==> src/shared/cxe_params.svh <==
/*
  constants of the exception entry and byte lane unit: mode codes,
  status bit positions, vectors, link offsets and control bits.
  assumes it is included by bare name by the package and the rtl files.
*/
`ifndef CXE_PARAMS_SVH
`define CXE_PARAMS_SVH
`define CXE_MODE_MSB 4
`define CXE_MODE_LSB 0
`define CXE_MODE_32 4
`define CXE_BIT_F 6
`define CXE_BIT_I 7
`define CXE_MODE_SVC 5'h13
`define CXE_MODE_ABT 5'h17
`define CXE_MODE_UND 5'h1B
`define CXE_MODE_IRQ 5'h12
`define CXE_MODE_FIQ 5'h11
`define CXE_VEC_RESET 32'h00000000
`define CXE_VEC_UNDEF 32'h00000004
`define CXE_VEC_SWI 32'h00000008
`define CXE_VEC_PABT 32'h0000000C
`define CXE_VEC_DABT 32'h00000010
`define CXE_VEC_IRQ 32'h00000018
`define CXE_VEC_FIQ 32'h0000001C
`define CXE_LINK_PABT 32'h00000004
`define CXE_LINK_DABT 32'h00000008
`define CXE_LINK_OTHER 32'h00000004
`define CXE_CP_SYS 4'hF
`define CXE_STATUS_RST 32'h000000D3
`define CXE_CTRL_W 16
`define CXE_CTRL_RST 16'h0000
`define CXE_CTRL_MMU 0
`define CXE_CTRL_ALIGN 1
`define CXE_CTRL_DCACHE 2
`define CXE_CTRL_WBUF 3
`define CXE_CTRL_BIGEND 7
`define CXE_CTRL_ICACHE 12
`define CXE_REQ_RESET 6
`define CXE_REQ_DABT 5
`define CXE_REQ_FIQ 4
`define CXE_REQ_IRQ 3
`define CXE_REQ_PABT 2
`define CXE_REQ_UNDEF 1
`define CXE_REQ_SWI 0
`define CXE_REQ_N 7
`endif

==> src/shared/cxe_pkg.sv <==
/*
  types of the exception entry and byte lane unit.
  assumes cxe_params.svh is on the include path.
*/
`include "cxe_params.svh"
package cxe_pkg;
  // exception kinds after KIND_NONE, listed from highest to lowest priority
  typedef enum logic [2:0] {
    KIND_NONE, KIND_RESET, KIND_DABT, KIND_FIQ, KIND_IRQ, KIND_PABT, KIND_UNDEF, KIND_SWI
  } cxe_kind_t;
  typedef enum logic [1:0] {XFER_SINGLE, XFER_SWAP, XFER_MULTI} cxe_xfer_t;
  typedef enum logic [1:0] {SZ_BYTE, SZ_HALF, SZ_WORD, SZ_FETCH} cxe_size_t;
  typedef enum logic [1:0] {ST_ENTRY, ST_RUN, ST_CHAIN} cxe_state_t;
endpackage

==> src/rtl/cxe_endian_lanes.sv <==
/*
  byte lane steering for byte and halfword accesses, one cycle registered.
  assumes the address low bits and size belong to the same access.
*/
`timescale 1ns/1ps
`default_nettype none
`include "cxe_params.svh"
module cxe_endian_lanes (
  // clock and reset
  input wire logic clk_sys,
  input wire logic rst_n,
  // access
  input wire logic bigEndian,
  input wire cxe_pkg::cxe_size_t accSize,
  input wire logic [1:0] addrLow,
  input wire logic [31:0] storeData,
  input wire logic [31:0] busData,
  // steered data
  output logic [3:0] laneEn,
  output logic [31:0] busStoreData,
  output logic [31:0] loadData
);
  import cxe_pkg::*;

  typedef struct packed {
    logic [3:0] laneEn;
    logic [31:0] busStoreData;
    logic [31:0] loadData;
  } cxe_lane_state_t;

  cxe_lane_state_t s;
  cxe_lane_state_t next_s;
  logic [1:0] lane;

  // lowest numbered lane that the access occupies
  function automatic logic [1:0] laneOf(input logic be, input logic [1:0] a,
                                        input cxe_size_t sz);
    if (sz == SZ_HALF) return be ? {~a[1], 1'b0} : {a[1], 1'b0};
    return be ? ~a : a;
  endfunction

  // words and fetches pass straight, so the setting cannot disturb code
  always_comb begin
    next_s = s;
    lane = laneOf(bigEndian, addrLow, accSize);
    unique case (accSize)
      SZ_BYTE: begin
        next_s.laneEn = 4'h1 << lane;
        next_s.busStoreData = {4{storeData[7:0]}};
        next_s.loadData = {24'h000000, 8'(busData >> {lane, 3'b000})};
      end
      SZ_HALF: begin
        next_s.laneEn = 4'h3 << lane;
        next_s.busStoreData = {2{storeData[15:0]}};
        next_s.loadData = {16'h0000, 16'(busData >> {lane, 3'b000})};
      end
      SZ_WORD, SZ_FETCH: begin
        next_s.laneEn = 4'hF;
        next_s.busStoreData = storeData;
        next_s.loadData = busData;
      end
    endcase
  end

  always_ff @(posedge clk_sys or negedge rst_n) begin
    if (!rst_n) begin
      s <= '0;
    end else begin
      s <= next_s;
    end
  end

  assign laneEn = s.laneEn;
  assign busStoreData = s.busStoreData;
  assign loadData = s.loadData;

  property p_le_byte0;
    @(posedge clk_sys) disable iff (!rst_n)
    (accSize == SZ_BYTE && !bigEndian && addrLow == 2'h0) |=> laneEn == 4'h1;
  endproperty
  a_le_byte0: assert property (p_le_byte0) else $error("le byte 0 off lane 0");

  property p_be_byte0;
    @(posedge clk_sys) disable iff (!rst_n)
    (accSize == SZ_BYTE && bigEndian && addrLow == 2'h0) |=>
      laneEn == 4'h8 && loadData[7:0] == $past(busData[31:24]);
  endproperty
  a_be_byte0: assert property (p_be_byte0) else $error("be byte 0 off lane 3");

  property p_word_flat;
    @(posedge clk_sys) disable iff (!rst_n)
    (accSize == SZ_WORD || accSize == SZ_FETCH) |=>
      loadData == $past(busData) && laneEn == 4'hF;
  endproperty
  a_word_flat: assert property (p_word_flat) else $error("word access was steered");
endmodule
`default_nettype wire

==> src/rtl/cxe_exception_entry.sv <==
/*
  exception entry unit: reset entry, abort sampling and suppression,
  priority selection, status and link saving, vector fetch, control bits
  and byte lane steering.
  assumes the pipeline reports fetch and execute slots and the banked
  register file stores linkValue and savedValue under entryMode.
*/
`timescale 1ns/1ps
`default_nettype none
`include "cxe_params.svh"
module cxe_exception_entry #(
  parameter int SLOTS = 4,
  parameter int SLOT_W = $clog2(SLOTS)
) (
  // clock and reset
  input wire logic clk_sys,
  input wire logic rst_n,
  // memory access and abort sources
  input wire logic memCycle,
  input wire logic memIsFetch,
  input wire logic mmuAbort,
  input wire logic extAbort,
  input wire logic [31:0] memInstrAddr,
  input wire cxe_pkg::cxe_xfer_t xferKind,
  input wire logic xferWriteback,
  input wire logic baseInList,
  // pipeline
  input wire logic fetchValid,
  input wire logic [SLOT_W-1:0] fetchSlot,
  input wire logic execValid,
  input wire logic [SLOT_W-1:0] execSlot,
  input wire logic [31:0] execAddr,
  input wire logic flush,
  // decode
  input wire logic undefDecode,
  input wire logic swiDecode,
  input wire logic coprocInstr,
  input wire logic coprocRegXfer,
  input wire logic [3:0] coprocNum,
  // interrupts
  input wire logic fastInterrupt,
  input wire logic normalInterrupt,
  // software writes
  input wire logic statusWrEn,
  input wire logic [31:0] statusWrData,
  input wire logic ctrlWrEn,
  input wire logic [`CXE_CTRL_W-1:0] ctrlWrData,
  // byte lanes
  input wire cxe_pkg::cxe_size_t accSize,
  input wire logic [1:0] addrLow,
  input wire logic [31:0] storeData,
  input wire logic [31:0] busData,
  output logic [3:0] laneEn,
  output logic [31:0] busStoreData,
  output logic [31:0] loadData,
  // reset and bus state
  output logic systemResetLowOut,
  output logic execHalt,
  output logic busIdle,
  // abort suppression
  output logic cancelRegWrite,
  output logic cancelBaseWb,
  output logic restoreBase,
  output logic stopXfer,
  // entry
  output logic vectorFetch,
  output logic [31:0] vectorAddr,
  output logic linkWrite,
  output logic [31:0] linkValue,
  output logic [31:0] savedValue,
  output logic [4:0] entryMode,
  output logic [31:0] currentStatusWord,
  // control
  output logic mmuEnable,
  output logic alignEnable,
  output logic dcacheEnable,
  output logic wbufEnable,
  output logic icacheEnable,
  output logic bigEndian
);
  import cxe_pkg::*;

  typedef struct packed {
    cxe_state_t state;
    logic [31:0] currentStatus;
    logic [`CXE_CTRL_W-1:0] ctrl;
    logic [SLOTS-1:0] marks;
    logic sysResetLowOut;
    logic vectorFetch;
    logic [31:0] vectorAddr;
    logic linkWrite;
    logic [31:0] linkValue;
    logic [31:0] savedValue;
    logic [4:0] entryMode;
  } cxe_core_state_t;

  cxe_core_state_t s;
  cxe_core_state_t next_s;
  logic abortSeen;
  logic pabtFetch;
  logic dabtReq;
  logic pabtReq;
  logic cpTrap;
  logic undefReq;
  logic swiReq;
  logic fiqReq;
  logic irqReq;
  logic [`CXE_REQ_N-1:0] reqs;
  logic [`CXE_REQ_N-1:0] grant;
  cxe_kind_t kind;
  logic takeEntry;
  logic [31:0] linkBase;

  function automatic logic [31:0] vecOf(input cxe_kind_t k);
    unique case (k)
      KIND_RESET: return `CXE_VEC_RESET;
      KIND_DABT: return `CXE_VEC_DABT;
      KIND_FIQ: return `CXE_VEC_FIQ;
      KIND_IRQ: return `CXE_VEC_IRQ;
      KIND_PABT: return `CXE_VEC_PABT;
      KIND_UNDEF: return `CXE_VEC_UNDEF;
      KIND_SWI: return `CXE_VEC_SWI;
      default: return `CXE_VEC_RESET;
    endcase
  endfunction

  // every code has the 32-bit mode bit set
  function automatic logic [4:0] modeOf(input cxe_kind_t k);
    unique case (k)
      KIND_DABT, KIND_PABT: return `CXE_MODE_ABT;
      KIND_FIQ: return `CXE_MODE_FIQ;
      KIND_IRQ: return `CXE_MODE_IRQ;
      KIND_UNDEF: return `CXE_MODE_UND;
      default: return `CXE_MODE_SVC;
    endcase
  endfunction

  function automatic logic [31:0] linkOff(input cxe_kind_t k);
    unique case (k)
      KIND_DABT: return `CXE_LINK_DABT;
      KIND_PABT: return `CXE_LINK_PABT;
      default: return `CXE_LINK_OTHER;
    endcase
  endfunction

  // aborts only count inside a memory access cycle
  assign abortSeen = memCycle & (mmuAbort | extAbort);
  assign pabtFetch = abortSeen & memIsFetch;
  assign dabtReq = abortSeen & ~memIsFetch;
  // a marked instruction traps only when it reaches execution unflushed
  assign pabtReq = execValid & s.marks[execSlot] & ~flush;
  assign cpTrap = coprocInstr & ((coprocNum != `CXE_CP_SYS) | ~coprocRegXfer);
  assign undefReq = execValid & ~flush & (undefDecode | cpTrap);
  assign swiReq = execValid & ~flush & swiDecode & ~undefReq;
  assign fiqReq = fastInterrupt & ~s.currentStatus[`CXE_BIT_F];
  assign irqReq = normalInterrupt & ~s.currentStatus[`CXE_BIT_I];

  // request vector per state; entry and chain cycles take one source only
  always_comb begin
    reqs = '0;
    unique case (s.state)
      ST_ENTRY: reqs[`CXE_REQ_RESET] = 1'b1;
      ST_CHAIN: reqs[`CXE_REQ_FIQ] = 1'b1;
      ST_RUN: begin
        reqs[`CXE_REQ_DABT] = dabtReq;
        reqs[`CXE_REQ_FIQ] = fiqReq;
        reqs[`CXE_REQ_IRQ] = irqReq;
        reqs[`CXE_REQ_PABT] = pabtReq;
        reqs[`CXE_REQ_UNDEF] = undefReq;
        reqs[`CXE_REQ_SWI] = swiReq;
      end
    endcase
  end

  cxe_prio_sel u_cxe_prio_sel (
    .reqs(reqs),
    .kind(kind),
    .grant(grant)
  );

  assign takeEntry = (kind != KIND_NONE);

  // chained fiq returns into the data abort handler
  always_comb begin
    if (s.state == ST_CHAIN) begin
      linkBase = `CXE_VEC_DABT;
    end else if (kind == KIND_DABT) begin
      linkBase = memInstrAddr;
    end else begin
      linkBase = execAddr;
    end
  end

  // suppression of register effects of an aborted data access
  always_comb begin
    cancelRegWrite = dabtReq & (xferKind != XFER_MULTI);
    cancelBaseWb = dabtReq & xferWriteback;
    restoreBase = dabtReq & (xferKind == XFER_MULTI) & baseInList;
    stopXfer = dabtReq;
  end

  // next state of the whole unit
  always_comb begin
    next_s = s;
    next_s.vectorFetch = 1'b0;
    next_s.linkWrite = 1'b0;
    next_s.sysResetLowOut = 1'b1;
    if (flush) begin
      next_s.marks = '0;
    end
    if (fetchValid) begin
      next_s.marks[fetchSlot] = pabtFetch;
    end
    if (takeEntry) begin
      next_s.vectorFetch = 1'b1;
      next_s.vectorAddr = vecOf(kind);
      next_s.linkWrite = 1'b1;
      next_s.linkValue = linkBase + linkOff(kind);
      next_s.savedValue = s.currentStatus;
      next_s.entryMode = modeOf(kind);
      next_s.currentStatus[`CXE_MODE_MSB:`CXE_MODE_LSB] = modeOf(kind);
      next_s.currentStatus[`CXE_BIT_I] = 1'b1;
      if (kind == KIND_FIQ || kind == KIND_RESET) begin
        next_s.currentStatus[`CXE_BIT_F] = 1'b1;
      end
    end else if (statusWrEn && s.state == ST_RUN) begin
      next_s.currentStatus = statusWrData;
    end
    // writes wait until the reset entry is done, so reset values hold
    if (ctrlWrEn && s.state == ST_RUN) begin
      next_s.ctrl = ctrlWrData;
    end
    unique case (s.state)
      ST_ENTRY: next_s.state = ST_RUN;
      ST_RUN: begin
        if (kind == KIND_DABT && fiqReq) begin
          next_s.state = ST_CHAIN;
        end
      end
      ST_CHAIN: next_s.state = ST_RUN;
    endcase
  end

  // reset parks the unit in its entry state with control bits clear
  always_ff @(posedge clk_sys or negedge rst_n) begin
    if (!rst_n) begin
      s <= '{state: ST_ENTRY, currentStatus: `CXE_STATUS_RST, ctrl: `CXE_CTRL_RST,
             marks: '0, sysResetLowOut: 1'b0, vectorFetch: 1'b0,
             vectorAddr: `CXE_VEC_RESET, linkWrite: 1'b0, linkValue: '0,
             savedValue: '0, entryMode: `CXE_MODE_SVC};
    end else begin
      s <= next_s;
    end
  end

  cxe_endian_lanes u_cxe_endian_lanes (
    .clk_sys(clk_sys),
    .rst_n(rst_n),
    .bigEndian(bigEndian),
    .accSize(accSize),
    .addrLow(addrLow),
    .storeData(storeData),
    .busData(busData),
    .laneEn(laneEn),
    .busStoreData(busStoreData),
    .loadData(loadData)
  );

  // halted and idle in reset and in the reset entry cycle
  assign execHalt = (s.state == ST_ENTRY);
  assign busIdle = (s.state == ST_ENTRY);
  assign systemResetLowOut = s.sysResetLowOut;
  assign vectorFetch = s.vectorFetch;
  assign vectorAddr = s.vectorAddr;
  assign linkWrite = s.linkWrite;
  assign linkValue = s.linkValue;
  assign savedValue = s.savedValue;
  assign entryMode = s.entryMode;
  assign currentStatusWord = s.currentStatus;
  assign mmuEnable = s.ctrl[`CXE_CTRL_MMU];
  assign alignEnable = s.ctrl[`CXE_CTRL_ALIGN];
  assign dcacheEnable = s.ctrl[`CXE_CTRL_DCACHE];
  assign wbufEnable = s.ctrl[`CXE_CTRL_WBUF];
  assign icacheEnable = s.ctrl[`CXE_CTRL_ICACHE];
  assign bigEndian = s.ctrl[`CXE_CTRL_BIGEND];

  property p_reset_idle;
    @(posedge clk_sys) disable iff (!rst_n)
    !systemResetLowOut |-> busIdle && execHalt;
  endproperty
  a_reset_idle: assert property (p_reset_idle) else $error("bus busy in reset");

  property p_reset_entry;
    @(posedge clk_sys) disable iff (!rst_n)
    $rose(systemResetLowOut) |-> vectorFetch && vectorAddr == `CXE_VEC_RESET &&
      entryMode == `CXE_MODE_SVC && currentStatusWord[`CXE_BIT_I] &&
      currentStatusWord[`CXE_BIT_F];
  endproperty
  a_reset_entry: assert property (p_reset_entry) else $error("bad reset entry");

  property p_reset_ctrl;
    @(posedge clk_sys) disable iff (!rst_n)
    $rose(systemResetLowOut) |-> !mmuEnable && !alignEnable && !dcacheEnable &&
      !wbufEnable && !icacheEnable && !bigEndian;
  endproperty
  a_reset_ctrl: assert property (p_reset_ctrl) else $error("control not clear");

  property p_dabt_entry;
    @(posedge clk_sys) disable iff (!rst_n)
    kind == KIND_DABT |=> vectorFetch && vectorAddr == `CXE_VEC_DABT &&
      linkValue == $past(memInstrAddr) + `CXE_LINK_DABT && entryMode == `CXE_MODE_ABT;
  endproperty
  a_dabt_entry: assert property (p_dabt_entry) else $error("bad data abort entry");

  property p_pabt_entry;
    @(posedge clk_sys) disable iff (!rst_n)
    kind == KIND_PABT |=> vectorAddr == `CXE_VEC_PABT &&
      currentStatusWord[`CXE_BIT_I] && linkValue == $past(execAddr) + `CXE_LINK_PABT;
  endproperty
  a_pabt_entry: assert property (p_pabt_entry) else $error("bad prefetch abort");

  property p_chain;
    @(posedge clk_sys) disable iff (!rst_n)
    (kind == KIND_DABT && fiqReq) |=> vectorAddr == `CXE_VEC_DABT ##1
      vectorFetch && vectorAddr == `CXE_VEC_FIQ;
  endproperty
  a_chain: assert property (p_chain) else $error("fiq not chained");

  property p_prio;
    @(posedge clk_sys) disable iff (!rst_n)
    (s.state == ST_RUN && dabtReq) |-> kind == KIND_DABT;
  endproperty
  a_prio: assert property (p_prio) else $error("data abort lost priority");

  property p_flush;
    @(posedge clk_sys) disable iff (!rst_n)
    flush |-> kind != KIND_PABT;
  endproperty
  a_flush: assert property (p_flush) else $error("flushed fetch aborted");

  property p_cp_trap;
    @(posedge clk_sys) disable iff (!rst_n)
    (s.state == ST_RUN && execValid && !flush && coprocInstr &&
     coprocNum != `CXE_CP_SYS && !dabtReq && !fiqReq && !irqReq && !pabtReq)
      |-> kind == KIND_UNDEF;
  endproperty
  a_cp_trap: assert property (p_cp_trap) else $error("coprocessor not trapped");

  property p_one_grant;
    @(posedge clk_sys) disable iff (!rst_n)
    takeEntry |-> $onehot(grant);
  endproperty
  a_one_grant: assert property (p_one_grant) else $error("several grants");

  property p_mode32;
    @(posedge clk_sys) disable iff (!rst_n)
    vectorFetch |-> currentStatusWord[`CXE_MODE_32] && entryMode[`CXE_MODE_32];
  endproperty
  a_mode32: assert property (p_mode32) else $error("entry not in 32-bit mode");

  property p_suppress;
    @(posedge clk_sys) disable iff (!rst_n)
    dabtReq |-> stopXfer && (xferKind == XFER_MULTI ? (restoreBase == baseInList)
      : cancelRegWrite);
  endproperty
  a_suppress: assert property (p_suppress) else $error("abort not suppressed");
endmodule
`default_nettype wire

==> src/rtl/cxe_prio_sel.sv <==
/*
  fixed priority selector over all exception requests of one cycle.
  assumes requests are indexed by the CXE_REQ_* positions.
*/
`timescale 1ns/1ps
`default_nettype none
`include "cxe_params.svh"
module cxe_prio_sel (
  // requests
  input wire logic [`CXE_REQ_N-1:0] reqs,
  // selection
  output cxe_pkg::cxe_kind_t kind,
  output logic [`CXE_REQ_N-1:0] grant
);
  import cxe_pkg::*;

  // highest set request wins; undef and swi never coexist
  function automatic cxe_kind_t pickKind(input logic [`CXE_REQ_N-1:0] r);
    if (r[`CXE_REQ_RESET]) return KIND_RESET;
    if (r[`CXE_REQ_DABT]) return KIND_DABT;
    if (r[`CXE_REQ_FIQ]) return KIND_FIQ;
    if (r[`CXE_REQ_IRQ]) return KIND_IRQ;
    if (r[`CXE_REQ_PABT]) return KIND_PABT;
    if (r[`CXE_REQ_UNDEF]) return KIND_UNDEF;
    if (r[`CXE_REQ_SWI]) return KIND_SWI;
    return KIND_NONE;
  endfunction

  // grant keeps only the top request set
  always_comb begin
    kind = pickKind(reqs);
    grant = '0;
    for (int i = `CXE_REQ_N - 1; i >= 0; i--) begin
      if (reqs[i] && grant == '0) begin
        grant[i] = 1'b1;
      end
    end
  end
endmodule
`default_nettype wire

==> config.mk <==
export PLATFORM = sky130hd
export DESIGN_NAME = cxe_exception_entry
export DESIGN_NICKNAME = d
export VERILOG_FILES = /design/src/shared/cxe_pkg.sv /design/src/rtl/cxe_endian_lanes.sv /design/src/rtl/cxe_exception_entry.sv /design/src/rtl/cxe_prio_sel.sv
export VERILOG_INCLUDE_DIRS = /design/src /design/src/shared
export SDC_FILE = /design/constraint.sdc
export NUM_CORES = 1
export LEC_CHECK = 0
export BUFFER_PORTS_ARGS = -buffer_cell sky130_fd_sc_hd__buf_4
export CORE_MARGIN = 2
export CORE_UTILIZATION = 35
export CTS_CLUSTER_SIZE = 16
export DETAILED_ROUTE_END_ITERATION = 12
export PLACE_DENSITY = 0.6
export RECOVER_POWER = 100
export REMOVE_ABC_BUFFERS = 1
export SLEW_MARGIN = 20
export SYNTH_ARGS = -nofsm -noshare
export SYNTH_HDL_FRONTEND = slang
export SYNTH_SLANG_ARGS = --single-unit
==> constraint.sdc <==
create_clock -name clk_sys -period 3.46 [get_ports clk_sys]
set_input_delay 0.519 -clock clk_sys [delete_from_list [all_inputs] [get_ports clk_sys]]
set_output_delay 0.519 -clock clk_sys [all_outputs]
set_load 0.1 [all_outputs]
# == Word-level counts from Yosys, hierarchy flattened ==
# Cells that the tools add are included.
# word_totals
in_bits,209
ff_bits,223
output_inout_bits,216
# op_classes
bitwise,28
n_reduce_logical,14
n_lt_le_gt_ge,3
n_eq_ne,17
addsub,1
n_shift,3
muxes,75
# op_table
op,n
68-bit one-hot mux with 3 select lines,1
103-bit two-way mux,1
32-bit two-way mux,3
3-bit two-way mux,17
1-bit two-way mux,34
32-bit adder,1
32-bit by 5-bit >> shifter with 16-bit output,1
5-bit one-hot mux with 6 select lines,1
1-bit bitwise AND,16
4-bit two-way mux,4
4-bit one-hot mux with 4 select lines,1
3-bit == test (second input constant),4
2-bit two-way mux,6
2-bit == test (second input constant),4
8-bit two-way mux,1
1-bit NOT,8
3-bit by 2-bit == test with 1-bit output (second input constant),2
2-bit by 3-bit < comparator with 1-bit output (second input constant),2
2-bit OR reduction,3
5-bit two-way mux,1
4-bit bitwise mux,1
2-bit by 1-bit == test with 1-bit output (second input constant),2
1-bit logical AND,4
2-bit zero test,2
17 further kinds,21

# == Logic depth before layout (Yosys ltp) ==
# depth
depth_word,39
mapped_depth,15

# == Modules after synthesis ==
# Synthesis repeated with hierarchy kept, for this count alone.
# hier_totals
hier_cells,1078
hier_area_um2,10331.2
# by_module_without_submodules
module,cells_each,area_per_inst_um2,seq_area_each_um2,instances
cxe_exception_entry,799,7146.9,2936.6,1
cxe_endian_lanes,260,3069.2,1701.6,1
cxe_prio_sel,19,115.1,0.0,1

# == Worst setup path before layout ==
# OpenSTA, ideal clock, no wires.
# synth_path
path_kind,register to register
from,register s[156] (netlist name)
to,register s (netlist bit linkValue[29])
arrival_ns,3.978
setup_time_ns,0.082
path_slack_ns,-0.600
path_buffers,3
stages_incl_launch_ff,15
cell_sequence,dfrtp_1 inv_1 ha_1 and2b_2 nand3_4 buf_1 buf_1 nand2_1 a21oi_1 ha_1 a21o_1 and4_1 clkbuf_1 a211o_1 a31oi_1
# synth_between
elab_cells_between_ends,58
classes_between,add/sub (1); eq/ne (3); mux (52); reduce/logical (2)
# synth_lines
element,line_no,text
"start, declared",cxe_exception_entry.sv:97,cxe_core_state_t s;
"start signal, assigned",cxe_exception_entry.sv:247,"s <= '{state: ST_ENTRY, currentStatus: `CXE_STATUS_RST, ctrl: `CXE_CTRL_RST,"
"start signal, assigned",cxe_exception_entry.sv:252,s <= next_s;
2-bit zero test (*),--,
net busIdle,cxe_exception_entry.sv:59,"output logic busIdle,"
1-bit two-way mux (*),cxe_exception_entry.sv:161,unique case (s.state)
1-bit two-way mux (*),--,
3-bit two-way mux (*),cxe_prio_sel.sv:20,if (r[`CXE_REQ_DABT]) return KIND_DABT;
3-bit by 2-bit == test with 1-bit output,"cxe_exception_entry.sv:139, cxe_exception_entry.sv:187",
32-bit two-way mux or 4-bit two-way mux (tied branches),"cxe_exception_entry.sv:187, cxe_exception_entry.sv:139",
"32-bit two-way mux, on equally long branches","cxe_exception_entry.sv:185, cxe_exception_entry.sv:214",
32-bit adder,cxe_exception_entry.sv:218,next_s.linkValue = linkBase + linkOff(kind);
# Mark *: on every way through the listed nets, which the timed path passes. The rest lies on a longest branch. The select of a mux whose other input is x is not followed.
# A chain may end at the register's enable or synchronous reset.

# == Worst setup path in the final report ==
# layout_path
from,register s[156] (netlist name)
to,register s (netlist bit linkValue[19])
# layout_between
elab_chain_len,22
elab_cells_between_ends,58
classes_between,add/sub (1); eq/ne (3); mux (52); reduce/logical (2)
# layout_rtl
element,line_no,text
2-bit by 1-bit == test with 1-bit output,cxe_exception_entry.sv:161,
1-bit two-way mux,cxe_exception_entry.sv:161,
3-bit two-way mux (2 in series),cxe_prio_sel.sv:20,
3-bit two-way mux (2 in series),cxe_prio_sel.sv:21,if (r[`CXE_REQ_FIQ]) return KIND_FIQ;
3-bit two-way mux,cxe_prio_sel.sv:20,
3-bit two-way mux,cxe_prio_sel.sv:22,if (r[`CXE_REQ_IRQ]) return KIND_IRQ;
3-bit two-way mux,cxe_prio_sel.sv:23,if (r[`CXE_REQ_PABT]) return KIND_PABT;
3-bit two-way mux,cxe_prio_sel.sv:24,if (r[`CXE_REQ_UNDEF]) return KIND_UNDEF;
[4 not listed],--,
3-bit two-way mux,cxe_prio_sel.sv:23,
3-bit two-way mux,cxe_prio_sel.sv:22,
3-bit two-way mux,cxe_prio_sel.sv:21,
3-bit two-way mux,cxe_prio_sel.sv:20,
3-bit by 2-bit == test with 1-bit output,"cxe_exception_entry.sv:139, cxe_exception_entry.sv:187",
32-bit two-way mux or 4-bit two-way mux (tied branches),"cxe_exception_entry.sv:187, cxe_exception_entry.sv:139",
"32-bit two-way mux, on equally long branches","cxe_exception_entry.sv:185, cxe_exception_entry.sv:214",
32-bit adder,cxe_exception_entry.sv:218,
# Parallel ways exist; a longest one is shown, timed or not. The select of a mux whose other input is x is not followed.

==> results.cfg <==
[status]
outcome = finished with violations
violations = capacitance limit, slew limit

[synth]
synth_simple_gate_area_frac = 0.171
synth_cells = 997
synth_edf_count = 0
synth_fa_ha_area_frac = 0.00836
synth-xor-area-share = 0.0168
yosysTopAreaCellShare = 0.451
synth_top_flop_cell = dfrtp_1
synth_top_area_cell = dfrtp_1
synth_top_cells_by_count = nand2_1 (187), dfrtp_1 (178), buf_4 (135)
async_flop_share = 1.00
synthMuxAreaShare = 0.104
yosys_warnings = 0
synth_compound_area_frac = 0.101
yosysMostFrequentCell = nand2_1
ys_seq_elements = 185
synthTopCellsByArea = dfrtp_1 (45%), buf_4 (10%), nand2_1 (7.1%), mux2_2 (3.6%), mux2i_1 (3.4%)
synth_area_um2 = 9880
synth_top_family_by_area = simple AND/OR/NAND/NOR gates
avgSynthCellArea_um2 = 9.91
ys_seq_area_frac = 0.470
yosysUniqueCellTypes = 72

[placed_design]
gp_congestion = 0.831
portBuffers = 384
placed_area_um2 = 12300
hpwl_um = 22100

[grt]
grtUsageMet3 = 0.0678
antenna_found_initial = 0
global_route.peak_usage_layer = met2
use_met1 = 0.232
grt_usage = 0.196
grt_pass1_wl_um = 44700
use_met2 = 0.339
grt_pass1_vias = 8108
grt_max_degree = 89
overflow = 0

[finish]
stdcell_area_um2 = 12100
drive_above_1_share = 0.228
multiInputGateArea_um2 = 4010
num-nets-final = 1482
area.sequential_um2 = 4640
nFillCells = 2970
area_growth_syn_to_layout_pct = 22.6
antennaDiodeCount = 0

[drt]
vias_per_cell = 4.84
antenna_left = 0
firstDrtPassIters = 7
wl_per_cell_um = 18.0
drtIter0Drc = 500
drc = 0
via_count = 8018
routed_wl_um = 29800

[sta]
skew_ps = 21.5
setup_violations = 0
drv_slew = 88
post-route-period-util = 0.884
holdWs_ps = 237
hold_viol = 0
maxSlewHeadroom = -0.608
tightest_slew_ps = 2410
max_freq_ghz = 0.327
totalNegativeSetupSlack_ps = 0
min_period_ps = 3060
rsz0062_at_grt = no

[cts]
cts_buffers = 17
clkTransAtPathRegs_ps = 80
tritoncts = built
hold_buffers = 0
postCtsSetupBuffers = 0
cts_resized = 0
max-clock-path-buffers = 2
cts-root-buf = clkbuf_16
insertion_delay_ps = 440
h-tree-depth = 4
cts.sinks = 185

[floorplanning]
rows = 61
die_x_um = 172
initial_core_util = 0.356
coreArea_um2 = 27800
io_pins = 425
fp.dieH_um = 172
die-area_um2 = 29600

[critical_path]
cp-end-kind = flip-flop
required_ps = 3810
crit_path_max_fanout = 26
crit_family = simple AND/OR/NAND/NOR gates
slowest_delay_ps = 420
crit_chain = inv_1 > ha_1 > and2b_1 > nand3_4 > inv_1 > buf_4 > buf_4 > mux2_1 > nand3_1 > or3_1 > a31oi_1
critical-path-slowest-cell = or3_1
critPathArrivalTime_ps = 3410
worst-setup-path-type = flip-flop to flip-flop
critPathBufInv = 4
start_kind = flip-flop

[run]
maxCapViolCount = 1

[hold_path]
hp-class = input pin to flip-flop
-- stage by stage --
step	utilization	setup slack, ps	instances
after global routing	0.436	156	1658
after global placement	0.443	436	1626
after detailed placement	0.443	411	1626
after CTS	0.466	495	1658
after floorplan	-	-3880	844
final	0.436	403	1658
-- state kept, by name, indices dropped and copies added (netlist names) --
name / cells
wbufEnable: 1
s: 6
linkWrite: 1
mmuEnable: 1
icacheEnable: 1
systemResetLowOut: 1
u_cxe_endian_lanes.loadData: 32
dcacheEnable: 1
linkValue: 32
entryMode: 4
alignEnable: 1
savedValue: 32
vectorAddr: 3
u_cxe_endian_lanes.laneEn: 4
bigEndian: 1
currentStatusWord: 32
u_cxe_endian_lanes.busStoreData: 32
-- layout make-up --
cell class	count	area share
Clock buffer	18	0.0363
Clock inverter	14	0.0168
Inverter	7	0.00217
Multi-Input combinational cell	652	0.331
Sequential cell	185	0.383
Tap cell	378	0.0390
Timing Repair Buffer	404	0.192
-- routing by layer --
| layer | wire [um] | share of wire | vias to the layer above |
|---|---|---|---|
| met4 | 499 | 0.017 | 0 |
| met3 | 2710 | 0.091 | 30 |
| met5 | 0 | 0 | - |
| li1 | - | - | 3809 |
| met2 | 14800 | 0.50 | 343 |
| met1 | 11700 | 0.39 | 3836 |
-- logic make-up (layout without fill, tap and decap cells) --
kind of cell / Yosys count / after routing
adder cells (fa/ha/maj): 6 / 6
buffers and inverters: 189 / 443
flip-flops: 185 / 185
multiplexers: 87 / 87
AND/OR/NAND/NOR: 357 / 357
AO/OA/AOI/OAI: 152 / 152
XOR/XNOR: 19 / 19
other: 2 / 31
-- placed cells by master, fill, tap and decap left out, types with 4 or more instances in the layout --
cell and n:
conb_1 31, nand3_1 23, clkbuf_1 198, inv_6 4, nor2b_1 4, and2_1 11, clkbuf_16 17, nand2_1 187
o31ai_1 8, dfrtp_1 178, mux2i_1 34, mux2_2 31, buf_4 200, a22o_1 17, ha_1 5, mux2_1 20
o21ai_0 31, a31oi_1 14, nor2_1 40, nand3b_1 7, o22a_1 4, inv_1 5, clkinv_8 8, and2_0 7
a21oi_1 40, and3_1 10, o22ai_1 8, xnor2_1 6, dfstp_2 7, xor2_1 13, nor3_1 12, nand4_1 18
nand2b_1 8
-- worst paths after layout --
path                                startpoint                                   to  slack (ps)  cells past startpoint
worst max-delay path                    s[156]                        linkValue[19]         400                     11
worst min-delay path              storeData[4]   u_cxe_endian_lanes.busStoreData[4]         240                      1
worst max register to register          s[156]                        linkValue[19]         400                     11
worst min register to register  savedValue[10]                       savedValue[10]         470                      2
max in group asynchronous                rst_n                         dcacheEnable         840                      2
min in group asynchronous                rst_n  u_cxe_endian_lanes.busStoreData[22]         760                      1
Power is not shown: default switching activity piles up to over one toggle a cycle in this logic, so the estimate is an artifact.
